`config.mk`:
```
export PLATFORM = sky130hd
export DESIGN_NAME = ffc_top
export DESIGN_NICKNAME = d
export VERILOG_FILES = /design/src/ffc_pkg.sv /design/src/ffc_top.sv
export SDC_FILE = /design/constraint.sdc
export NUM_CORES = 2
export LEC_CHECK = 0
export BUFFER_PORTS_ARGS = -buffer_cell sky130_fd_sc_hd__buf_2
export CAP_MARGIN = 20
export CORE_UTILIZATION = 55
export CTS_CLUSTER_SIZE = 10
export DETAILED_ROUTE_END_ITERATION = 10
export PLACE_DENSITY = 0.69
export SYNTH_ARGS = -nofsm -noshare
export SYNTH_HDL_FRONTEND = slang
export SYNTH_MEMORY_MAX_BITS = 65536
export SYNTH_SLANG_ARGS = --single-unit
```
`constraint.sdc`:
```
create_clock -name core_clk -period 6.4 [get_ports core_clk]
set_input_delay 0.32 -clock core_clk [delete_from_list [all_inputs] [get_ports core_clk]]
set_output_delay 0.32 -clock core_clk [all_outputs]
set_load 0.005 [all_outputs]
```
`src/ffc_pkg.sv`:
```
// Shared constants for the flag and chain-expansion FIFO block.
package ffc_pkg;
	localparam int          DATA_W        = 18;
	localparam int          OFFS_W        = 12;
	localparam int          ADDR_W        = 8;
	localparam int          PTR_W         = ADDR_W + 1;
	localparam int          CNT_W         = ADDR_W + 2;
	localparam int          MEM_DEPTH     = 256;
	localparam logic [CNT_W-1:0] DEPTH_STD  = 10'h100;
	localparam logic [CNT_W-1:0] DEPTH_FALL = 10'h101;
	localparam logic [CNT_W-1:0] HALF_LEVEL = 10'h080;
	localparam logic [ADDR_W-1:0] LAST_LOC  = 8'hFF;
	// Default offsets for the 256-deep variant.
	localparam logic [OFFS_W-1:0] EMPTY_OFFS_RST = 12'h01F;
	localparam logic [OFFS_W-1:0] FULL_OFFS_RST  = 12'h01F;
	// Strap patterns, ordered first_in_chain_n, chain_read_in_n, chain_write_in_n.
	localparam logic [2:0]  STRAP_DBL_A   = 3'h2;
	localparam logic [2:0]  STRAP_DBL_B   = 3'h6;
	localparam logic [2:0]  STRAP_FALL_A  = 3'h1;
	localparam logic [2:0]  STRAP_FALL_B  = 3'h5;
	localparam logic [2:0]  STRAP_SYNC_A  = 3'h4;
	localparam logic [2:0]  STRAP_SYNC_B  = 3'h5;
	localparam logic [2:0]  STRAP_SYNC_C  = 3'h6;
	localparam logic [2:0]  STRAP_CHAIN_A = 3'h3;
	localparam logic [2:0]  STRAP_CHAIN_B = 3'h7;
	// Register map, byte addresses.
	localparam logic [3:0]  REG_EMPTY_OFFS = 4'h0;
	localparam logic [3:0]  REG_FULL_OFFS  = 4'h4;
	localparam logic [3:0]  REG_STATUS     = 4'h8;
	localparam logic [3:0]  REG_LEVEL      = 4'hC;
	localparam logic [1:0]  RESP_OKAY      = 2'h0;
	localparam logic [1:0]  RESP_SLVERR    = 2'h2;
	// Status register bit positions.
	localparam int          ST_EMPTY_N    = 0;
	localparam int          ST_FULL_N     = 1;
	localparam int          ST_AEMPTY_N   = 2;
	localparam int          ST_AFULL_N    = 3;
	localparam int          ST_HALF_N     = 4;
	localparam int          ST_OUT_RDY_N  = 5;
	localparam int          ST_IN_RDY_N   = 6;
	localparam int          ST_FALL_MODE  = 8;
	localparam int          ST_DOUBLE_BUF = 9;
	localparam int          ST_SYNC_FLAGS = 10;
	localparam int          ST_CHAIN_MODE = 11;
	localparam int          ST_WR_OWNER   = 12;
	localparam int          ST_RD_OWNER   = 13;
endpackage : ffc_pkg

```
`src/ffc_top.sv`:
```
// FIFO core with status flags, chain expansion and an AXI4-Lite register slave.
// Behaviour
// - standard mode: almost empty at count <= n
// - fall-through: almost empty at count <= n+1
// - default empty offset 31 for 256 words
// - async almost empty: read sets, write clears
// - sync almost empty changes on read ticks
// - half full asserts on next write tick
// - half full releases on read tick
// - shared output is half full unless chained
// - pulse chain write out at last location
// - pulse chain read out at last location
// - data out is 18 bits wide
// - after reset data out zero, drive per enable
// - input ready first low on write tick
// - full flag single or double buffered
// - empty flag single or double buffered
// - standard first word read after empty deasserts
// - empty deassert within one or two reads
// - async almost full: write sets, read clears
// - output ready three read ticks after write
// - sync almost empty may slip one tick
// - fall-through depth is one word more
// - almost full from full offset register
// - two 12-bit offset registers, pin loadable
module ffc_top (
	// Clock and reset
	input  wire logic                         core_clk,
	input  wire logic                         srst,
	// Write port, wr_tick marks a write clock edge
	input  wire logic                         wr_tick,
	input  wire logic                         write_en_n,
	input  wire logic [ffc_pkg::DATA_W-1:0]   data_in,
	// Read port, rd_tick marks a read clock edge
	input  wire logic                         rd_tick,
	input  wire logic                         read_en_n,
	input  wire logic                         output_drive_en_n,
	input  wire logic                         offset_program_n,
	output logic      [ffc_pkg::DATA_W-1:0]   data_out,
	output logic                              data_out_oe,
	// Straps and chain links
	input  wire logic                         first_in_chain_n,
	input  wire logic                         chain_read_in_n,
	input  wire logic                         chain_write_in_n,
	output logic                              chain_write_out_n,
	output logic                              chain_read_out_n,
	// Flags
	output logic                              empty_n,
	output logic                              output_ready_n,
	output logic                              full_n,
	output logic                              input_ready_n,
	output logic                              almost_empty_n,
	output logic                              almost_full_n,
	// AXI4-Lite slave
	input  wire logic [3:0]                   s_axi_awaddr,
	input  wire logic                         s_axi_awvalid,
	output logic                              s_axi_awready,
	input  wire logic [31:0]                  s_axi_wdata,
	input  wire logic [3:0]                   s_axi_wstrb,
	input  wire logic                         s_axi_wvalid,
	output logic                              s_axi_wready,
	output logic      [1:0]                   s_axi_bresp,
	output logic                              s_axi_bvalid,
	input  wire logic                         s_axi_bready,
	input  wire logic [3:0]                   s_axi_araddr,
	input  wire logic                         s_axi_arvalid,
	output logic                              s_axi_arready,
	output logic      [31:0]                  s_axi_rdata,
	output logic      [1:0]                   s_axi_rresp,
	output logic                              s_axi_rvalid,
	input  wire logic                         s_axi_rready
);
	logic [ffc_pkg::DATA_W-1:0] mem [ffc_pkg::MEM_DEPTH];
	logic [ffc_pkg::PTR_W-1:0]  wptr;
	logic [ffc_pkg::PTR_W-1:0]  rptr;
	logic [ffc_pkg::OFFS_W-1:0] empty_offs;
	logic [ffc_pkg::OFFS_W-1:0] full_offs;
	logic                       prog_wsel, prog_rsel, fall_mode, double_buf, sync_flags, chain_mode;
	logic                       wr_owner, rd_owner, empty_stage, full_stage, seen_stage, mem_seen, out_valid, half_n;
	logic [2:0]                 strap;
	logic [ffc_pkg::CNT_W-1:0]  mem_count, total, depth, af_level;
	logic [ffc_pkg::OFFS_W:0]   ae_level;
	logic                       wr_fire, rd_fire, load_out, prog_wr, prog_rd, ae_cond, af_cond;
	logic                       next_mem_nonempty, next_mem_full;
	logic [3:0]                 aw_addr;
	logic [31:0]                w_data;
	logic                       aw_held, w_held, bus_wr, bus_wr_empty, bus_wr_full;

	assign strap = {first_in_chain_n, chain_read_in_n, chain_write_in_n};

	// Mode selection is held from the last cycle of reset onward.
	always_ff @(posedge core_clk) begin
		if (srst) begin
			fall_mode  <= (strap == ffc_pkg::STRAP_FALL_A) || (strap == ffc_pkg::STRAP_FALL_B);
			double_buf <= (strap == ffc_pkg::STRAP_DBL_A) || (strap == ffc_pkg::STRAP_DBL_B);
			sync_flags <= (strap == ffc_pkg::STRAP_SYNC_A) || (strap == ffc_pkg::STRAP_SYNC_B) ||
			              (strap == ffc_pkg::STRAP_SYNC_C);
			chain_mode <= (strap == ffc_pkg::STRAP_CHAIN_A) || (strap == ffc_pkg::STRAP_CHAIN_B);
		end
	end

	// Fill levels; in fall-through mode the output register counts as one more word.
	assign mem_count = {1'b0, wptr - rptr};
	assign total     = mem_count + {{(ffc_pkg::CNT_W-1){1'b0}}, fall_mode & out_valid};
	assign depth     = fall_mode ? ffc_pkg::DEPTH_FALL : ffc_pkg::DEPTH_STD;
	assign af_level  = depth - full_offs[ffc_pkg::CNT_W-1:0];
	assign ae_level  = {1'b0, empty_offs} + {{ffc_pkg::OFFS_W{1'b0}}, fall_mode};
	assign ae_cond   = {3'h0, total} <= ae_level;
	assign af_cond   = total >= af_level;

	// Port qualification. Each side is gated by its own flag register, so a word
	// becomes visible to the reader only after the flag path has caught up.
	assign prog_wr  = wr_tick && !write_en_n && !offset_program_n;
	assign prog_rd  = rd_tick && !read_en_n && !offset_program_n && !fall_mode;
	assign wr_fire  = wr_tick && !write_en_n && offset_program_n && wr_owner &&
	                  (fall_mode ? !input_ready_n : full_n);
	assign load_out = fall_mode && rd_tick && mem_seen && rd_owner && (!out_valid || !read_en_n);
	assign rd_fire  = (!fall_mode && rd_tick && !read_en_n && offset_program_n && rd_owner && empty_n)
	                  || load_out;
	assign next_mem_nonempty = (mem_count - {{(ffc_pkg::CNT_W-1){1'b0}}, rd_fire}) != '0;
	assign next_mem_full     = (mem_count + {{(ffc_pkg::CNT_W-1){1'b0}}, wr_fire}) >= ffc_pkg::DEPTH_STD;

	always_ff @(posedge core_clk) begin
		if (wr_fire) begin
			mem[wptr[ffc_pkg::ADDR_W-1:0]] <= data_in;
		end
	end

	always_ff @(posedge core_clk) begin
		if (srst) begin
			wptr <= '0;
			rptr <= '0;
		end else begin
			if (wr_fire) begin
				wptr <= wptr + 1'b1;
			end
			if (rd_fire) begin
				rptr <= rptr + 1'b1;
			end
		end
	end

	// Chain ownership: every device owns both sides after reset, whatever first_in_chain_n says.
	always_ff @(posedge core_clk) begin
		if (srst) begin
			wr_owner          <= 1'b1;
			rd_owner          <= 1'b1;
			chain_write_out_n <= 1'b1;
			chain_read_out_n  <= 1'b1;
		end else if (chain_mode) begin
			chain_write_out_n <= !(wr_fire && wptr[ffc_pkg::ADDR_W-1:0] == ffc_pkg::LAST_LOC);
			chain_read_out_n  <= !(rd_fire && rptr[ffc_pkg::ADDR_W-1:0] == ffc_pkg::LAST_LOC);
			if (wr_fire && wptr[ffc_pkg::ADDR_W-1:0] == ffc_pkg::LAST_LOC) begin
				wr_owner <= 1'b0;
			end else if (!chain_write_in_n) begin
				wr_owner <= 1'b1;
			end
			if (rd_fire && rptr[ffc_pkg::ADDR_W-1:0] == ffc_pkg::LAST_LOC) begin
				rd_owner <= 1'b0;
			end else if (!chain_read_in_n) begin
				rd_owner <= 1'b1;
			end
		end else begin
			chain_write_out_n <= half_n;
			chain_read_out_n  <= 1'b1;
			wr_owner          <= 1'b1;
			rd_owner          <= 1'b1;
		end
	end

	// Empty side: double buffering delays only the release, never the assertion.
	always_ff @(posedge core_clk) begin
		if (srst) begin
			empty_stage    <= 1'b0;
			empty_n        <= 1'b0;
			seen_stage     <= 1'b0;
			mem_seen       <= 1'b0;
			out_valid      <= 1'b0;
			output_ready_n <= 1'b1;
		end else if (rd_tick) begin
			empty_stage <= next_mem_nonempty;
			if (!fall_mode) begin
				empty_n <= double_buf ? (empty_stage && next_mem_nonempty) : next_mem_nonempty;
			end else begin
				seen_stage <= next_mem_nonempty;
				mem_seen   <= next_mem_nonempty && (seen_stage || mem_seen);
				if (load_out) begin
					out_valid      <= 1'b1;
					output_ready_n <= 1'b0;
				end else if (!read_en_n && out_valid) begin
					out_valid      <= 1'b0;
					output_ready_n <= 1'b1;
				end
			end
		end
	end

	// Full side; input ready is only driven low from the first write tick after reset.
	always_ff @(posedge core_clk) begin
		if (srst) begin
			full_stage    <= 1'b1;
			full_n        <= 1'b1;
			input_ready_n <= 1'b1;
		end else if (wr_tick) begin
			full_stage <= !next_mem_full;
			if (fall_mode) begin
				input_ready_n <= next_mem_full;
			end else begin
				full_n <= double_buf ? (full_stage && !next_mem_full) : !next_mem_full;
			end
		end
	end

	// Programmable flags and half full.
	always_ff @(posedge core_clk) begin
		if (srst) begin
			almost_empty_n <= 1'b0;
			almost_full_n  <= 1'b1;
			half_n         <= 1'b1;
		end else begin
			if (sync_flags) begin
				if (rd_tick) begin
					almost_empty_n <= !ae_cond;
				end
				if (wr_tick) begin
					almost_full_n <= !af_cond;
				end
			end else begin
				if (rd_tick && ae_cond) begin
					almost_empty_n <= 1'b0;
				end else if (wr_tick && !ae_cond) begin
					almost_empty_n <= 1'b1;
				end
				if (wr_tick && af_cond) begin
					almost_full_n <= 1'b0;
				end else if (rd_tick && !af_cond) begin
					almost_full_n <= 1'b1;
				end
			end
			if (wr_fire && mem_count >= ffc_pkg::HALF_LEVEL) begin
				half_n <= 1'b0;
			end else if (rd_tick && mem_count <= ffc_pkg::HALF_LEVEL) begin
				half_n <= 1'b1;
			end
		end
	end

	// Output register and drive enable.
	always_ff @(posedge core_clk) begin
		if (srst) begin
			data_out    <= '0;
			data_out_oe <= 1'b0;
			prog_rsel   <= 1'b0;
		end else begin
			data_out_oe <= !output_drive_en_n;
			if (prog_rd) begin
				data_out  <= {{(ffc_pkg::DATA_W-ffc_pkg::OFFS_W){1'b0}}, prog_rsel ? full_offs : empty_offs};
				prog_rsel <= !prog_rsel;
			end else if (rd_fire) begin
				data_out <= mem[rptr[ffc_pkg::ADDR_W-1:0]];
			end
		end
	end

	// Offset registers, loaded from the data pins or from the bus; the bus wins a tie.
	assign bus_wr       = aw_held && w_held && !s_axi_bvalid;
	assign bus_wr_empty = bus_wr && aw_addr == ffc_pkg::REG_EMPTY_OFFS;
	assign bus_wr_full  = bus_wr && aw_addr == ffc_pkg::REG_FULL_OFFS;

	always_ff @(posedge core_clk) begin
		if (srst) begin
			empty_offs <= ffc_pkg::EMPTY_OFFS_RST;
			full_offs  <= ffc_pkg::FULL_OFFS_RST;
			prog_wsel  <= 1'b0;
		end else begin
			if (prog_wr) begin
				prog_wsel <= !prog_wsel;
			end
			if (bus_wr_empty) begin
				empty_offs <= w_data[ffc_pkg::OFFS_W-1:0];
			end else if (prog_wr && !prog_wsel) begin
				empty_offs <= data_in[ffc_pkg::OFFS_W-1:0];
			end
			if (bus_wr_full) begin
				full_offs <= w_data[ffc_pkg::OFFS_W-1:0];
			end else if (prog_wr && prog_wsel) begin
				full_offs <= data_in[ffc_pkg::OFFS_W-1:0];
			end
		end
	end

	// AXI4-Lite write channels, taken in either order.
	always_ff @(posedge core_clk) begin
		if (srst) begin
			aw_held       <= 1'b0;
			w_held        <= 1'b0;
			aw_addr       <= '0;
			w_data        <= '0;
			s_axi_awready <= 1'b0;
			s_axi_wready  <= 1'b0;
			s_axi_bvalid  <= 1'b0;
			s_axi_bresp   <= ffc_pkg::RESP_OKAY;
		end else begin
			s_axi_awready <= !aw_held && !(s_axi_awvalid && s_axi_awready) && !s_axi_bvalid;
			s_axi_wready  <= !w_held && !(s_axi_wvalid && s_axi_wready) && !s_axi_bvalid;
			if (s_axi_awvalid && s_axi_awready) begin
				aw_held <= 1'b1;
				aw_addr <= s_axi_awaddr;
			end
			if (s_axi_wvalid && s_axi_wready) begin
				w_held <= 1'b1;
				w_data <= s_axi_wdata;
			end
			if (bus_wr) begin
				aw_held      <= 1'b0;
				w_held       <= 1'b0;
				s_axi_bvalid <= 1'b1;
				s_axi_bresp  <= (bus_wr_empty || bus_wr_full) ? ffc_pkg::RESP_OKAY : ffc_pkg::RESP_SLVERR;
			end else if (s_axi_bvalid && s_axi_bready) begin
				s_axi_bvalid <= 1'b0;
			end
		end
	end

	// AXI4-Lite read channel.
	always_ff @(posedge core_clk) begin
		if (srst) begin
			s_axi_arready <= 1'b0;
			s_axi_rvalid  <= 1'b0;
			s_axi_rdata   <= '0;
			s_axi_rresp   <= ffc_pkg::RESP_OKAY;
		end else begin
			s_axi_arready <= !s_axi_rvalid && !(s_axi_arvalid && s_axi_arready);
			if (s_axi_arvalid && s_axi_arready) begin
				s_axi_rvalid <= 1'b1;
				s_axi_rresp  <= ffc_pkg::RESP_OKAY;
				s_axi_rdata  <= '0;
				case (s_axi_araddr)
					ffc_pkg::REG_EMPTY_OFFS: s_axi_rdata <= {20'h00000, empty_offs};
					ffc_pkg::REG_FULL_OFFS:  s_axi_rdata <= {20'h00000, full_offs};
					ffc_pkg::REG_LEVEL:      s_axi_rdata <= {22'h000000, total};
					ffc_pkg::REG_STATUS: begin
						s_axi_rdata[ffc_pkg::ST_EMPTY_N]    <= empty_n;
						s_axi_rdata[ffc_pkg::ST_FULL_N]     <= full_n;
						s_axi_rdata[ffc_pkg::ST_AEMPTY_N]   <= almost_empty_n;
						s_axi_rdata[ffc_pkg::ST_AFULL_N]    <= almost_full_n;
						s_axi_rdata[ffc_pkg::ST_HALF_N]     <= half_n;
						s_axi_rdata[ffc_pkg::ST_OUT_RDY_N]  <= output_ready_n;
						s_axi_rdata[ffc_pkg::ST_IN_RDY_N]   <= input_ready_n;
						s_axi_rdata[ffc_pkg::ST_FALL_MODE]  <= fall_mode;
						s_axi_rdata[ffc_pkg::ST_DOUBLE_BUF] <= double_buf;
						s_axi_rdata[ffc_pkg::ST_SYNC_FLAGS] <= sync_flags;
						s_axi_rdata[ffc_pkg::ST_CHAIN_MODE] <= chain_mode;
						s_axi_rdata[ffc_pkg::ST_WR_OWNER]   <= wr_owner;
						s_axi_rdata[ffc_pkg::ST_RD_OWNER]   <= rd_owner;
					end
					default: s_axi_rresp <= ffc_pkg::RESP_SLVERR;
				endcase
			end else if (s_axi_rvalid && s_axi_rready) begin
				s_axi_rvalid <= 1'b0;
			end
		end
	end
endmodule : ffc_top

```
==> impl_metrics.yaml <==
cells_and_area:
  nets: 8610
  finalNonFillerCells: 12989
  drive_gt1_share_pct: 33.4
  syn_to_final_growth_pct: 13.8
  post-route-util_pct: 62.9
clock_tree:
  htree_levels: 6
  clk_pin_slew_ps: 60
  numCtsBuffers: 548
  cts_num_sinks: 4738
  clockRootBuffer: "clkbuf_16"
  cts_tree: "built"
  clk_latency_ps: 1020
  cts_setup_buffers: 0
  hold_buffers: 95
  clockBufferDepth: 4
  ctsResizeCount: 0
logic_synthesis:
  synthCells: 7749
  synth_async_sr_flop_share_pct: 0
  synth_top_family_by_area: "multiplexers"
  yosys.area_share.simple_pct: 1.43
  syn_area_um2: 182000
  synth_compound_area_share_pct: 1.18
  synth.avg_cell_area_um2: 23.5
  ys_ff_latch: 4738
  synthTopCellsByArea: "edfxtp_1 76%, mux4_2 18%, dfxtp_1 1.4%"
  synth_mux_area_share_pct: 18.4
  synth_adder_area_share_pct: 0.270
  yosysUniqueCellTypes: 63
  synth_xor_area_share_pct: 0.216
  synth_top_area_share_pct: 75.9
  synth_top_flop_cell: "edfxtp_1"
  synth_top_area_cell: "edfxtp_1"
  ys_seq_area_share_pct: 77.3
  synth_edf_count: 4612
  yosys_warnings: 0
setup_path:
  start_kind: "register"
  cp.required_ps: 7270
  cp_max_fo: 6
  worstPathCellList: "inv_1, ha_1, inv_1, fa_1, a211oi_1, nor2_1, xnor2_1, nand3_1, xor2_1, ha_1, a211oi_1, o31ai_1, o221a_2, a32oi_1, o31ai_1, a311oi_1, maj3_1, a211oi_1"
  cpMostUsedCell: "a211oi_1"
  cp.arrival_ps: 5540
  cpMaxStageDelayCell: "xor2_1"
  crit_type: "reg2reg"
  cp-end-kind: "register"
  max_stage_delay_ps: 430
route:
  drt-vias-per-instance: 6.68
  drc: 0
  dr_total_vias: 86828
  ant_nets: 0
  first_iter_violations: 12085
  post_drt_wl_per_cell_um: 35.2
  wirelength_um: 457000
  drtPass1Iterations: 6
global_routing:
  grt_max_degree: 193
  grt_pass1_wl_um: 649000
  grt_overflow: 0
  antenna_found_initial: 28
  grt_pass1_vias: 88449
  grt_util_all_layers_pct: 27.6
floorplanning:
  die_h_um: 578
  core_um2: 330000
  num_io_pins: 146
  start_util_pct: 55.3
  die-area_um2: 334000
  num_rows: 211
  fp.dieW_um: 578
status:
  status: "complete, no violations"
placed_design:
  port_buffers: 101
  dp_hpwl_um: 258000
  gp_congestion: 0.887
  dp_cells: 12206
sta:
  fin_crit_ps: 4680
  fin_skew_ps: 45.1
  rsz0062_at_grt: "false"
  setup_tns_ps: 0
  finalCritPeriodShare_pct: 73.1
  relSlewSlack_pct: 15.4
  tightest_slew_ps: 1260
  fmax_mhz: 214
  drv_slew: 0
  report.final.hold_viol_count: 0
  setup_viol: 0
  fin_hold_ws_ps: 24.2
power_and_ir_drop:
  peakVddDrop_v: 0.000281
  total_power_w: 0.0627
  leakagePower_nw: 62.7
  power_density_nw_per_um2: 302
worst_hold_path:
  hold_path_class: "in2reg"
flow_run:
  maxCapViolCount: 0
## kinds of logic (layout without fill, tap and decap cells)
kind of cell	count (synthesis)	count (layout)
compound gates	313	313
xor+xnor	45	45
fa+ha+maj	39	39
buf+inv	479	1331
flops	4738	4738
mux	1518	1518
other cells	1	23
simple gates	616	616
## path summary, 6_finish.rpt
path / end / cells past startpoint / slack (ps) / start
worst max-delay path: almost_empty_n / 18 / 1720 / wptr[0]
worst min-delay path: mem[117][7] / 1 / 20 / data_in[7]
worst max register to register: almost_empty_n / 18 / 1720 / wptr[0]
worst min register to register: s_axi_rdata[7] / 2 / 470 / s_axi_rdata[7]
## worst max-delay path: cells and delay by family, from the launching register on
kind	cells	cell delay, ps
xor+xnor	2	800
flops	1	380
buf+inv	2	240
simple gates	2	340
compound gates	8	1570
fa+ha+maj	4	1180
## report_power, final
| group | total [W] | switching [W] | internal (W) | leakage [nW] |
|---|---|---|---|---|
| Clock | 0.0275 | 0.0119 | 0.0157 | 7.42 |
| Sequential | 0.0341 | 0.0000400 | 0.0341 | 42.5 |
| Combinational | 0.00102 | 0.000742 | 0.000273 | 12.8 |
## per-stage QoR
stage | cell area [µm²] | setup slack, ps
after floorplan | 183000 | 2580
final | 208000 | 1720
after CTS | 207000 | 1820
after global routing | 208000 | 1370
after detailed placement | 191000 | 1840
after global placement | 191000 | 1820
## cells in the final DEF (no fill, tap or decap), types with 9 or more instances in the layout
master         netlist  layout
mux4_2            1471    1471
xor2_1              20      20
a221oi_1            17      17
inv_16               0      14
o22ai_1              9       9
a22oi_1             70      70
clkbuf_16            0     554
dlygate4sd3_1        0      96
buf_12               0      47
xnor2_1             25      25
nand3_1             27      27
nand2_1            125     109
buf_8                0      13
mux2i_1             40      40
nor2b_1             20      17
edfxtp_1          4612    4612
clkinv_8             0       9
nor2_1             350     121
ha_1                37      37
nand2_2              0      16
nand2b_1            12      12
clkbuf_1           229      60
a22o_1              33      33
dfxtp_1            126     118
a211oi_1            23      23
inv_1               30      30
clkbuf_8             0      15
o21ai_0             40      40
clkinv_16            0      22
nor3_1              33      32
buf_2              126      83
nor2_2               0     224
conb_1               1      20
a21oi_1             71      71
buf_4               35     363
## Yosys cell counts, types with 12 or more instances
master    instances
a22o_1           33
nor2_1          350
inv_1            30
nand3_1          27
a221oi_1         17
a211oi_1         23
nor2b_1          20
nand2_1         125
ha_1             37
a22oi_1          70
buf_4            35
o21ai_0          40
buf_1            44
edfxtp_1       4612
xnor2_1          25
mux2i_1          40
nand2b_1         12
mux4_2         1471
buf_6            14
clkbuf_1        229
buf_2           126
a21oi_1          71
nor3_1           33
dfxtp_1         126
xor2_1           20
## sequential cells by signal, summed over array words and instances (netlist names), 4 cells and up, named ones only
register,cells
s_axi_rdata,14
w_data,12
empty_offs,12
wptr,9
rptr,9
mem,4608
aw_addr,4
data_out,18
full_offs,12
## cell type report
class | instances | area (µm²)
multi-input cells | 2551 | 40000
flip-flops and latches | 4738 | 141000
diodes | 3 | 7.51
well taps | 4366 | 5460
clock buffers | 615 | 14100
clock inverters | 61 | 1220
repair buffers | 624 | 5630
inverters | 31 | 116
fillers | 21320 | 123000
## metal layers
layer  share of wire (%)  GRT usage (%)  up-vias
li1                    -              -    34419
met1                  38           39.0    46610
met2                  48           43.1     5014
met3                  11           6.52      773
met4                 3.6           9.28       12
met5               0.020              0        -
Note: power is estimated with default switching activity, not from simulation.
